[src/logic/ptlc_pkg.sv]
// constants, types and field layout for the port trigger and legacy control bank
// Operation
// reclassify bit launches one classification, upper nibble
// reclassify bit self-clears when classification finishes
// redetect bit launches one detection, lower nibble
// redetect bit self-clears when detection finishes
// manual mode runs trigger once, only after write
// other modes repeat under detection/classification enables
// power-off bit shuts port, then self-clears
// power-on bit starts port, clears on start-up done
// detection enable with power-on: detect first
// manual power-on ignored when powered or shutdown
// semi-auto power-on needs valid detect/class results
// auto power-on only during legacy detection
// power-on cleared on failures or 400ms timeout
// legacy codes: off, instead, after, reserved
// one legacy field per port, reset disabled
// reserved legacy code behaves as disabled
// host relies on auto-clear; zero writes ignored
package ptlc_pkg;

    // ==========================================================
    // register map
    localparam logic [7:0] OFF_DET_CLS_TRIG = 8'h10; // detect_classify_trigger
    localparam logic [7:0] OFF_POWER_TRIG   = 8'h11; // power_on_off_trigger
    localparam logic [7:0] OFF_LEGACY_EN    = 8'h12; // legacy_detect_enable
    localparam logic [7:0] RESET_BYTE       = 8'h00; // reset value of all three
    localparam logic [7:0] READ_UNMAPPED    = 8'h00; // answer to unknown offsets
    localparam logic [3:0] NIBBLE_ZERO      = 4'h0;

    // ==========================================================
    // field positions
    localparam int UPPER_MSB = 7; // reclassify / power-off nibble
    localparam int UPPER_LSB = 4;
    localparam int LOWER_MSB = 3; // redetect / power-on nibble
    localparam int LOWER_LSB = 0;
    localparam int PORTS     = 4;
    localparam int LEG_W     = 2; // legacy field width per port

    // ==========================================================
    // legacy policy encodings
    localparam logic [1:0] LEG_OFF      = 2'h0; // legacy detection disabled
    localparam logic [1:0] LEG_INSTEAD  = 2'h1; // legacy replaces standard
    localparam logic [1:0] LEG_AFTER    = 2'h2; // legacy after standard
    localparam logic [1:0] LEG_RESERVED = 2'h3; // treated as disabled

    // ==========================================================
    // timing
    localparam int unsigned CLK_HZ       = 25_000_000;
    localparam int unsigned ON_TIMEOUT_MS = 400; // power-on request lifetime
    localparam int unsigned ON_TIMEOUT_CYCLES = ON_TIMEOUT_MS * (CLK_HZ / 1000);
    localparam int          TMO_W        = 24;   // counter width, holds 10 M

    // ==========================================================
    // types
    typedef enum logic [1:0] {
        PTLC_MANUAL,
        PTLC_SEMI_AUTO,
        PTLC_AUTO
    } ptlc_mode_t;

    // status reported by the per-port engines, one bit per port
    typedef struct packed {
        logic [3:0] det_done;      // detection cycle finished
        logic [3:0] cls_done;      // classification finished
        logic [3:0] start_done;    // start-up finished
        logic [3:0] det_fail;      // detection failure
        logic [3:0] cls_fail;      // classification failure
        logic [3:0] legacy_fail;   // legacy detection failure
        logic [3:0] start_fail;    // start-up failure
        logic [3:0] powered;       // port is powered / operational
        logic [3:0] shutdown;      // port is in shutdown
        logic [3:0] results_valid; // detection and class results valid
        logic [3:0] legacy_active; // port performing legacy detection
    } ptlc_status_t;

    // commands to the per-port engines
    typedef struct packed {
        logic [3:0] det_start;  // one-cycle: run one detection
        logic [3:0] cls_start;  // one-cycle: run one classification
        logic [3:0] power_on;   // one-cycle: start the port up
        logic [3:0] power_off;  // one-cycle: shut the port down
        logic [3:0] det_repeat; // level: repeat detection continuously
        logic [3:0] cls_repeat; // level: repeat classification continuously
    } ptlc_cmd_t;

    // effective legacy policy per port
    typedef struct packed {
        logic [3:0] legacy_only;  // legacy instead of standard
        logic [3:0] legacy_after; // legacy after standard
    } ptlc_legacy_t;

endpackage

[src/logic/ptlc_regs.sv]
// trigger, power and legacy control register bank for four ports
module ptlc_regs #(
    parameter int unsigned TIMEOUT_CYCLES = ptlc_pkg::ON_TIMEOUT_CYCLES
) (
    // clock and reset
    input  wire logic                  clock,
    input  wire logic                  srst,
    // register access from the management bus slave
    input  wire logic                  wr_en,
    input  wire logic                  rd_en,
    input  wire logic [7:0]            addr,
    input  wire logic [7:0]            wdata,
    output logic      [7:0]            rdata,
    // configuration from the mode and enable registers
    input  wire ptlc_pkg::ptlc_mode_t  mode,
    input  wire logic [3:0]            detection_enable,
    input  wire logic [3:0]            classification_enable,
    // port engines
    input  wire ptlc_pkg::ptlc_status_t status,
    output ptlc_pkg::ptlc_cmd_t        cmd,
    output ptlc_pkg::ptlc_legacy_t     legacy
);

    // ==========================================================
    // helpers
    // set wins over clear, so a write in a done cycle is kept
    function automatic logic [3:0] set_wins(input logic [3:0] cur,
                                            input logic [3:0] set,
                                            input logic [3:0] clr);
        set_wins = (cur & ~clr) | set;
    endfunction

    // only ones are taken from a write; zeros leave bits alone
    function automatic logic [3:0] ones_of(input logic       hit,
                                           input logic [3:0] data);
        ones_of = hit ? data : ptlc_pkg::NIBBLE_ZERO;
    endfunction

    // ==========================================================
    // counter sizing, declared ahead of the counters that use it
    localparam int TMO_W_L = ptlc_pkg::TMO_W;
    localparam logic [TMO_W_L-1:0] TMO_LAST = TMO_W_L'(TIMEOUT_CYCLES - 1);
    localparam logic [TMO_W_L-1:0] TMO_ZERO = '0;

    // ==========================================================
    // state
    logic [3:0] reclassify_reg;            // reclassify_port4..1
    logic [3:0] redetect_reg;              // redetect_port4..1
    logic [3:0] power_off_reg;             // power_off_port4..1
    logic [3:0] power_on_reg;              // power_on_port4..1
    logic [7:0] legacy_detect_enable_reg;  // legacy_policy_port4..1
    logic [3:0] det_launched_reg;          // manual detection already issued
    logic [3:0] cls_launched_reg;          // manual classification already issued
    logic [3:0] on_issued_reg;             // start-up already issued
    logic [3:0] det_first_reg;             // detection owed before power-on
    logic [TMO_W_L-1:0] tmo_cnt_reg [4];   // operational lifetime counters
    ptlc_pkg::ptlc_cmd_t cmd_reg;          // registered command outputs
    logic [7:0] rdata_reg;                 // registered read data

    // ==========================================================
    // write decode
    wire hit_trig   = wr_en && (addr == ptlc_pkg::OFF_DET_CLS_TRIG);
    wire hit_power  = wr_en && (addr == ptlc_pkg::OFF_POWER_TRIG);
    wire hit_legacy = wr_en && (addr == ptlc_pkg::OFF_LEGACY_EN);

    // writes of 0 have no effect on trigger bits
    wire [3:0] set_recls = ones_of(hit_trig,
                                   wdata[ptlc_pkg::UPPER_MSB:ptlc_pkg::UPPER_LSB]);
    wire [3:0] set_redet = ones_of(hit_trig,
                                   wdata[ptlc_pkg::LOWER_MSB:ptlc_pkg::LOWER_LSB]);
    wire [3:0] set_off   = ones_of(hit_power,
                                   wdata[ptlc_pkg::UPPER_MSB:ptlc_pkg::UPPER_LSB]);
    wire [3:0] set_on    = ones_of(hit_power,
                                   wdata[ptlc_pkg::LOWER_MSB:ptlc_pkg::LOWER_LSB]);

    // ==========================================================
    // mode decode
    wire is_manual = (mode == ptlc_pkg::PTLC_MANUAL);
    wire is_semi   = (mode == ptlc_pkg::PTLC_SEMI_AUTO);
    wire is_auto   = (mode == ptlc_pkg::PTLC_AUTO);
    // the unused fourth mode code accepts no power-on and keeps the repeats

    // ==========================================================
    // detection and classification triggers
    wire [3:0] redet_next = set_wins(redetect_reg, set_redet, status.det_done);
    wire [3:0] recls_next = set_wins(reclassify_reg, set_recls, status.cls_done);

    // detection owed before start-up when both were asked together
    wire [3:0] det_first_set = set_on & detection_enable;
    wire [3:0] on_clear;
    wire [3:0] det_first_next = set_wins(det_first_reg, det_first_set,
                                         status.det_done | on_clear);

    // manual mode: one launch per set bit, never repeated
    // trade-off: one flop per port per kind, instead of counting launches
    wire [3:0] det_want   = redetect_reg | det_first_reg;
    wire [3:0] det_launch = is_manual ? (det_want & ~det_launched_reg)
                                      : ptlc_pkg::NIBBLE_ZERO;
    wire [3:0] cls_launch = is_manual ? (reclassify_reg & ~cls_launched_reg)
                                      : ptlc_pkg::NIBBLE_ZERO;
    // launched marks drop with the bit that caused them
    wire [3:0] det_launched_next = (det_launched_reg | det_launch)
                                   & (redet_next | det_first_next);
    wire [3:0] cls_launched_next = (cls_launched_reg | cls_launch) & recls_next;

    // other modes: the enables govern, and the engines repeat
    wire [3:0] det_repeat_next = is_manual ? ptlc_pkg::NIBBLE_ZERO
                                           : detection_enable;
    wire [3:0] cls_repeat_next = is_manual ? ptlc_pkg::NIBBLE_ZERO
                                           : classification_enable;

    // ==========================================================
    // power-on acceptance per mode
    wire [3:0] on_ok_manual = ~status.powered & ~status.shutdown;
    wire [3:0] on_ok_semi   = status.results_valid;
    wire [3:0] on_ok_auto   = status.legacy_active;
    wire [3:0] on_ok = is_manual ? on_ok_manual :
                       is_semi   ? on_ok_semi   :
                       is_auto   ? on_ok_auto   : ptlc_pkg::NIBBLE_ZERO;

    // issue once, and only after any owed detection has finished
    wire [3:0] on_issue = power_on_reg & ~on_issued_reg & on_ok & ~det_first_reg;

    // ==========================================================
    // power-on lifetime while the port is operational
    // limitation: the count restarts whenever the port drops power, so a
    // flapping port never times its request out
    logic [3:0] tmo_hit;
    logic [TMO_W_L-1:0] tmo_next [4];
    always_comb begin
        // counters run only while a request sits on a powered port
        for (int i = 0; i < ptlc_pkg::PORTS; i++) begin
            tmo_hit[i] = (tmo_cnt_reg[i] == TMO_LAST);
            if (power_on_reg[i] && status.powered[i] && !tmo_hit[i]) begin
                tmo_next[i] = tmo_cnt_reg[i] + TMO_W_L'(1);
            end else begin
                tmo_next[i] = TMO_ZERO;
            end
        end
    end

    // failures, completion, timeout or a power-off end the request
    wire [3:0] fails = status.det_fail | status.cls_fail
                     | status.legacy_fail | status.start_fail;
    assign on_clear = status.start_done | fails | tmo_hit | power_off_reg;
    wire [3:0] on_next = set_wins(power_on_reg, set_on, on_clear);
    wire [3:0] on_issued_next = (on_issued_reg | on_issue) & on_next;

    // power-off lives one cycle unless written again
    // it also cancels a pending power-on through on_clear
    wire [3:0] off_next = set_off;

    // ==========================================================
    // legacy policy, reserved code behaves as disabled
    // decoded every cycle from the stored byte, so a readback always matches
    logic [3:0] leg_only;
    logic [3:0] leg_after;
    always_comb begin
        // decode each two-bit field
        for (int i = 0; i < ptlc_pkg::PORTS; i++) begin
            leg_only[i]  = (legacy_detect_enable_reg[i*ptlc_pkg::LEG_W +: ptlc_pkg::LEG_W]
                            == ptlc_pkg::LEG_INSTEAD);
            leg_after[i] = (legacy_detect_enable_reg[i*ptlc_pkg::LEG_W +: ptlc_pkg::LEG_W]
                            == ptlc_pkg::LEG_AFTER);
        end
    end
    wire [7:0] legacy_next = hit_legacy ? wdata : legacy_detect_enable_reg;

    // ==========================================================
    // read mux, unknown offsets read zero
    // reads have no side effects, so polling never disturbs a trigger
    wire [7:0] rd_mux =
        (addr == ptlc_pkg::OFF_DET_CLS_TRIG) ? {reclassify_reg, redetect_reg} :
        (addr == ptlc_pkg::OFF_POWER_TRIG)   ? {power_off_reg, power_on_reg}   :
        (addr == ptlc_pkg::OFF_LEGACY_EN)    ? legacy_detect_enable_reg        :
                                               ptlc_pkg::READ_UNMAPPED;

    // ==========================================================
    // command assembly
    // every command leaves through a flop, so engines never see decode glitches
    ptlc_pkg::ptlc_cmd_t cmd_next;
    assign cmd_next.det_start  = det_launch;
    assign cmd_next.cls_start  = cls_launch;
    assign cmd_next.power_on   = on_issue;
    assign cmd_next.power_off  = set_off;
    assign cmd_next.det_repeat = det_repeat_next;
    assign cmd_next.cls_repeat = cls_repeat_next;

    // ==========================================================
    // registers
    // trigger and legacy fields, all reset to zero
    always_ff @(posedge clock) begin
        if (srst) begin
            {reclassify_reg, redetect_reg} <= ptlc_pkg::RESET_BYTE;
            {power_off_reg, power_on_reg}  <= ptlc_pkg::RESET_BYTE;
            legacy_detect_enable_reg       <= ptlc_pkg::RESET_BYTE;
        end else begin
            reclassify_reg           <= recls_next;
            redetect_reg             <= redet_next;
            power_off_reg            <= off_next;
            power_on_reg             <= on_next;
            legacy_detect_enable_reg <= legacy_next;
        end
    end

    // bookkeeping flags
    always_ff @(posedge clock) begin
        if (srst) begin
            det_launched_reg <= ptlc_pkg::NIBBLE_ZERO;
            cls_launched_reg <= ptlc_pkg::NIBBLE_ZERO;
            on_issued_reg    <= ptlc_pkg::NIBBLE_ZERO;
            det_first_reg    <= ptlc_pkg::NIBBLE_ZERO;
        end else begin
            det_launched_reg <= det_launched_next;
            cls_launched_reg <= cls_launched_next;
            on_issued_reg    <= on_issued_next;
            det_first_reg    <= det_first_next;
        end
    end

    // lifetime counters
    always_ff @(posedge clock) begin
        for (int i = 0; i < ptlc_pkg::PORTS; i++) begin
            tmo_cnt_reg[i] <= srst ? TMO_ZERO : tmo_next[i];
        end
    end

    // outputs and read data
    always_ff @(posedge clock) begin
        if (srst) begin
            cmd_reg   <= '0;
            rdata_reg <= ptlc_pkg::READ_UNMAPPED;
        end else begin
            cmd_reg <= cmd_next;
            if (rd_en) begin
                rdata_reg <= rd_mux;
            end
        end
    end

    assign cmd                 = cmd_reg;
    assign rdata               = rdata_reg;
    assign legacy.legacy_only  = leg_only;
    assign legacy.legacy_after = leg_after;

    // ==========================================================
    // assertions
    wire wr_det0 = hit_trig && wdata[ptlc_pkg::LOWER_LSB];
    wire wr_cls3 = hit_trig && wdata[ptlc_pkg::UPPER_MSB];
    wire wr_on0  = hit_power && wdata[ptlc_pkg::LOWER_LSB];

    // trigger bits: taken on write, dropped on done
    a_redet_set: assert property (@(posedge clock) disable iff (srst)
        wr_det0 |=> redetect_reg[0]) else $error("redetect write not taken");
    a_recls_set: assert property (@(posedge clock) disable iff (srst)
        wr_cls3 |=> reclassify_reg[3]) else $error("reclassify write not taken");
    a_redet_clear: assert property (@(posedge clock) disable iff (srst)
        (status.det_done[0] && !wr_det0) |=> !redetect_reg[0])
        else $error("redetect not cleared on done");
    a_recls_clear: assert property (@(posedge clock) disable iff (srst)
        (status.cls_done[3] && !wr_cls3) |=> !reclassify_reg[3])
        else $error("reclassify not cleared on done");

    // launches, repeats and the power-off pulse
    a_manual_once: assert property (@(posedge clock) disable iff (srst)
        cmd.det_start[0] |-> !$past(cmd.det_start[0]) && $past(is_manual))
        else $error("manual detection launched twice or outside manual");
    a_repeat_follow: assert property (@(posedge clock) disable iff (srst)
        !is_manual |=> cmd.det_repeat == $past(detection_enable) && cmd.det_start == 4'h0)
        else $error("repeat does not follow enable");
    a_off_pulse: assert property (@(posedge clock) disable iff (srst)
        (hit_power && wdata[ptlc_pkg::UPPER_LSB]) |=> power_off_reg[0] && cmd.power_off[0])
        else $error("power-off not issued");

    // power-on acceptance and clearing
    a_on_done_clear: assert property (@(posedge clock) disable iff (srst)
        (status.start_done[0] && !wr_on0) |=> !power_on_reg[0])
        else $error("power-on not cleared after start-up");
    a_det_first: assert property (@(posedge clock) disable iff (srst)
        det_first_reg[0] |=> !cmd.power_on[0]) else $error("power-on before detection");
    a_manual_block: assert property (@(posedge clock) disable iff (srst)
        (is_manual && (status.powered[0] || status.shutdown[0])) |=> !cmd.power_on[0])
        else $error("manual power-on on busy port");
    a_semi_valid: assert property (@(posedge clock) disable iff (srst)
        (is_semi && !status.results_valid[0]) |=> !cmd.power_on[0])
        else $error("semi power-on without valid results");
    a_auto_legacy: assert property (@(posedge clock) disable iff (srst)
        (is_auto && !status.legacy_active[0]) |=> !cmd.power_on[0])
        else $error("auto power-on outside legacy detection");
    a_fail_clear: assert property (@(posedge clock) disable iff (srst)
        (fails[0] && !wr_on0) |=> !power_on_reg[0]) else $error("failure kept power-on");

    // legacy decode and reset
    a_legacy_code: assert property (@(posedge clock) disable iff (srst)
        (legacy_detect_enable_reg[1:0] == ptlc_pkg::LEG_INSTEAD) |-> legacy.legacy_only[0]
        && !legacy.legacy_after[0]) else $error("legacy code misdecoded");
    a_legacy_rsvd: assert property (@(posedge clock) disable iff (srst)
        (legacy_detect_enable_reg[7:6] == ptlc_pkg::LEG_RESERVED) |->
        !legacy.legacy_only[3] && !legacy.legacy_after[3]) else $error("reserved code active");
    a_legacy_reset: assert property (@(posedge clock)
        srst |=> legacy_detect_enable_reg == ptlc_pkg::RESET_BYTE)
        else $error("legacy field not reset");

endmodule

[config.mk]
export PLATFORM = sky130hd
export DESIGN_NAME = ptlc_regs
export DESIGN_NICKNAME = d
export VERILOG_FILES = /design/src/logic/ptlc_pkg.sv /design/src/logic/ptlc_regs.sv
export SDC_FILE = /design/constraint.sdc
export NUM_CORES = 1
export LEC_CHECK = 0
export ABC_AREA = 1
export ABC_CLOCK_PERIOD_IN_PS = 3600
export BUFFER_PORTS_ARGS = -buffer_cell sky130_fd_sc_hd__buf_4
export CORE_MARGIN = 5
export CORE_UTILIZATION = 55
export CTS_BUF_LIST = sky130_fd_sc_hd__clkbuf_8
export DETAILED_ROUTE_END_ITERATION = 8
export GPL_ROUTABILITY_DRIVEN = 0
export PLACE_DENSITY = 0.78
export SETUP_SLACK_MARGIN = 0.15
export SYNTH_ARGS = -nofsm -noshare
export SYNTH_HDL_FRONTEND = slang
export SYNTH_SLANG_ARGS = --single-unit
[constraint.sdc]
create_clock -name clock -period 3.6 [get_ports clock]
set_input_delay 0.18 -clock clock [delete_from_list [all_inputs] [get_ports clock]]
set_output_delay 0.18 -clock clock [all_outputs]
set_load 0.005 [all_outputs]
==> impl_results.md <==
* Cell Pwr Density at 362.9 nW/um^2
* Number of flip-flops in the largest register at 96
* Post-Synthesis Net Count at 1208
* Initial antenna violation count at 0
* Slew of the pin with the lowest slew margin at 695.8 ps
* Status: finished, final reports clean
* Worst VDD drop at 448.9 uV
* Die X at 129.9 um
* Vias in the first global route at 7064
* Critical Path Most Common Cell: nand3_1
* Multi-input logic area at 3918 um^2
* DRC at 0
* Dpl ws at 1537 ps
* GRT Util Overall at 24.07%
* CORE AREA at 13990 um^2
* Number of buffers on the longest clock path at 2
* Max Slew Vio Count at 0
* Post-DP Area at 8867 um^2
* Cts bufs inserted at 17
* Initial Util at 56.57%
* Hold WC Path Type: in2reg
* Worst path slowest cell: nand2_1
* First-pass GRT wire length at 32750 um
* Port bufs at 113
* Vias per cell at 5.222
* CP delay by family, top: simple AND/OR/NAND/NOR gates
* Die footprint at 16890 um^2
* Initial DRC Count at 541
* Max cap viols at 0
* Synth Warn # at 0
* Relative slew slack at 53.50%
* Final hold violations at 0
* Final non-filler cell total at 1455
* Number of clock sinks at 164
* Switching fraction of total power at 21.83%
* Post-synth ARST share at 0%
* CTS clk-pin slew, worst paths at 90 ps
* WP data required at 3950 ps
* Drt wl/cell at 13.58 um
* Worst clock skew at 15.56 ps
* Area grow syn2layout at 20.48%
* Critical path type: reg2reg
* Hold_ws at 21.60 ps
* FF+latch count, synth at 164
* Tcrit/Tclk final at 57.00%
* DRT antenna net count at 0
* Synthesized area per cell at 7.002 um^2
* Post-CTS Setup Inserts at 0
* Final min period at 2052 ps
* Register area share after synthesis at 41.49%
* Drt first pass iters at 5
* CP Capture Type: register
* Cell Area, Synth at 7913 um^2
* Final Worst Setup Slack at 1548 ps
* Switching pwr at 0.7551 mW
* Num ports at 114
* Combinational share of power at 4.5%
* Internal Pwr Total at 2.704 mW
* Reg power frac at 52.6%
* Total congestion overflow at 0
* FF+latch area at 3283 um^2
* Max Fanout on Critical Path at 20
* DP HPWL at 14600 um
* Post-synth top flop: dfxtp_1
* Final Util at 68.15%
* CTS root buf: clkbuf_8
* Largest net degree at the start of global routing at 39
* Share of post-route cells with drive strength above 1 at 17.25%
* Number of synthesized flops with an enable pin at 0
* Final instance area at 9533 um^2
* Crit path cell chain: ha_1, nand3_1, nor2_1, nand3_1, nand2_1, inv_2, o21ai_0, a21oi_1
* Nets at 1340
* Drt total wl at 19760 um
* RSZ-0062 raised after global routing: false
* Vias at 7598
* Fmax at 487.4 MHz
* Clock power frac at 43.0%
* Final setup viols at 0
* Setup crit start kind: register
* # rows at 43
* CTS HTree Levels at 4
* Crit path buf inv count at 1
* Post-cts resize count at 0
* LEAKAGE at 3.707 nW
* Fill cells at 1209
* Critical Path AT at 2410 ps
* Inst Count DP at 1402
* Die height at 129.9 um
* Hold Buf Count CTS at 21
* Fin Setup TNS at 0 ps
* Post-synth cell types at 42
* CP max stage delay at 560 ps
* Clk_lat worst skew at 460 ps
* # diodes at 0
* CTS tree: yes
* Power, Total at 3.459 mW
* Mapped Cells at 1130
## placed cells by master (no fill, tap or decap), drive strengths merged, types with 10 or more instances in the layout
cell type / n
a21oi: 73
buf: 114
clkbuf: 23
dfxtp: 164
dlygate4sd3: 21
inv: 158
nand2: 228
nand3: 95
nand4: 33
nor2: 193
nor3: 54
o21ai: 29
or2: 15
xnor2: 10
xor2: 17
## worst paths after layout
kind / startpoint / end / slack (ps) / cells after the start
setup / recovery: tmo_cnt_reg[3][0] / tmo_cnt_reg[3][6] / 1550 / 8
hold / removal: wdata[2] / power_on_reg[2] / 20 / 3
setup reg to reg: tmo_cnt_reg[3][0] / tmo_cnt_reg[3][6] / 1550 / 8
hold reg to reg: det_launched_reg[0] / cmd[20] / 430 / 1
## area by class of cell
cell class | instances | area share (%)
multi-input cells | 788 | 41.09
flip-flops and latches | 164 | 34.44
repair buffers | 135 | 11.18
inverters | 156 | 6.143
clock buffers | 23 | 3.321
well taps | 180 | 2.363
clock inverters | 9 | 1.457
## cells by family (layout without fill, tap and decap cells)
family / Yosys count / after routing / share of synthesized area, %
DFF: 164 / 164 / 41.49
xor gates and xnor gates: 27 / 27 / 2.989
and+or+nand+nor: 642 / 642 / 38.35
buffers and inverters: 178 / 323 / 8.997
AOI/OAI and AO/OA: 115 / 115 / 7.543
adders and majority gates: 4 / 4 / 0.6325
## per-layer routing
| metal | up-vias | wire [um] | global-route usage (%) |
|---|---|---|---|
| met5 | - | 0 | 0 |
| met4 | 0 | 442 | 7.763 |
| met3 | 30 | 1007 | 6.058 |
| met2 | 191 | 9692 | 40.52 |
| met1 | 3464 | 8619 | 30.38 |
| li1 | 3913 | - | - |
## synthesized netlist by cell type, types with 7 or more instances
cell type  count  share of area, %
a21oi_1       73               4.6
buf_2          8              0.51
dfxtp_1      164                41
inv_1        133               6.3
inv_2         23               1.1
nand2_1      221                10
nand3_1       87               5.5
nand3_2        8               1.0
nand4_1       33               2.6
nor2_1       178               8.4
nor2_2         9              0.71
nor3_1        38               2.4
nor3_2        15               1.9
nor3b_1        7              0.66
o21ai_0       21               1.3
o21ai_1        8              0.51
or2_0         10              0.79
xnor2_1       10               1.1
xor2_1        17               1.9
## power by group through the flow
| stage | Combinational (mW) | Sequential, mW | Clock [mW] |
|---|---|---|---|
| 4_1_cts | 0.153 | 1.82 | 1.52 |
| 3_3_place_gp | 0.132 | 1.86 | 0 |
| 3_5_place_dp | 0.133 | 1.86 | 0 |
| 2_1_floorplan | 0.0433 | 1.86 | 0 |
| 6_report | 0.154 | 1.82 | 1.49 |
| 5_1_grt | 0.168 | 1.82 | 1.60 |
## worst reg2reg max path: stages, from the launching register on
cell	delay [ps]
dfxtp_1	440
ha_1	230
nand3_1	170
nor2_1	140
nand3_1	150
nand2_1	560
inv_2	120
o21ai_0	110
a21oi_1	50
No activity file was read; power rests on OpenSTA's default activity.
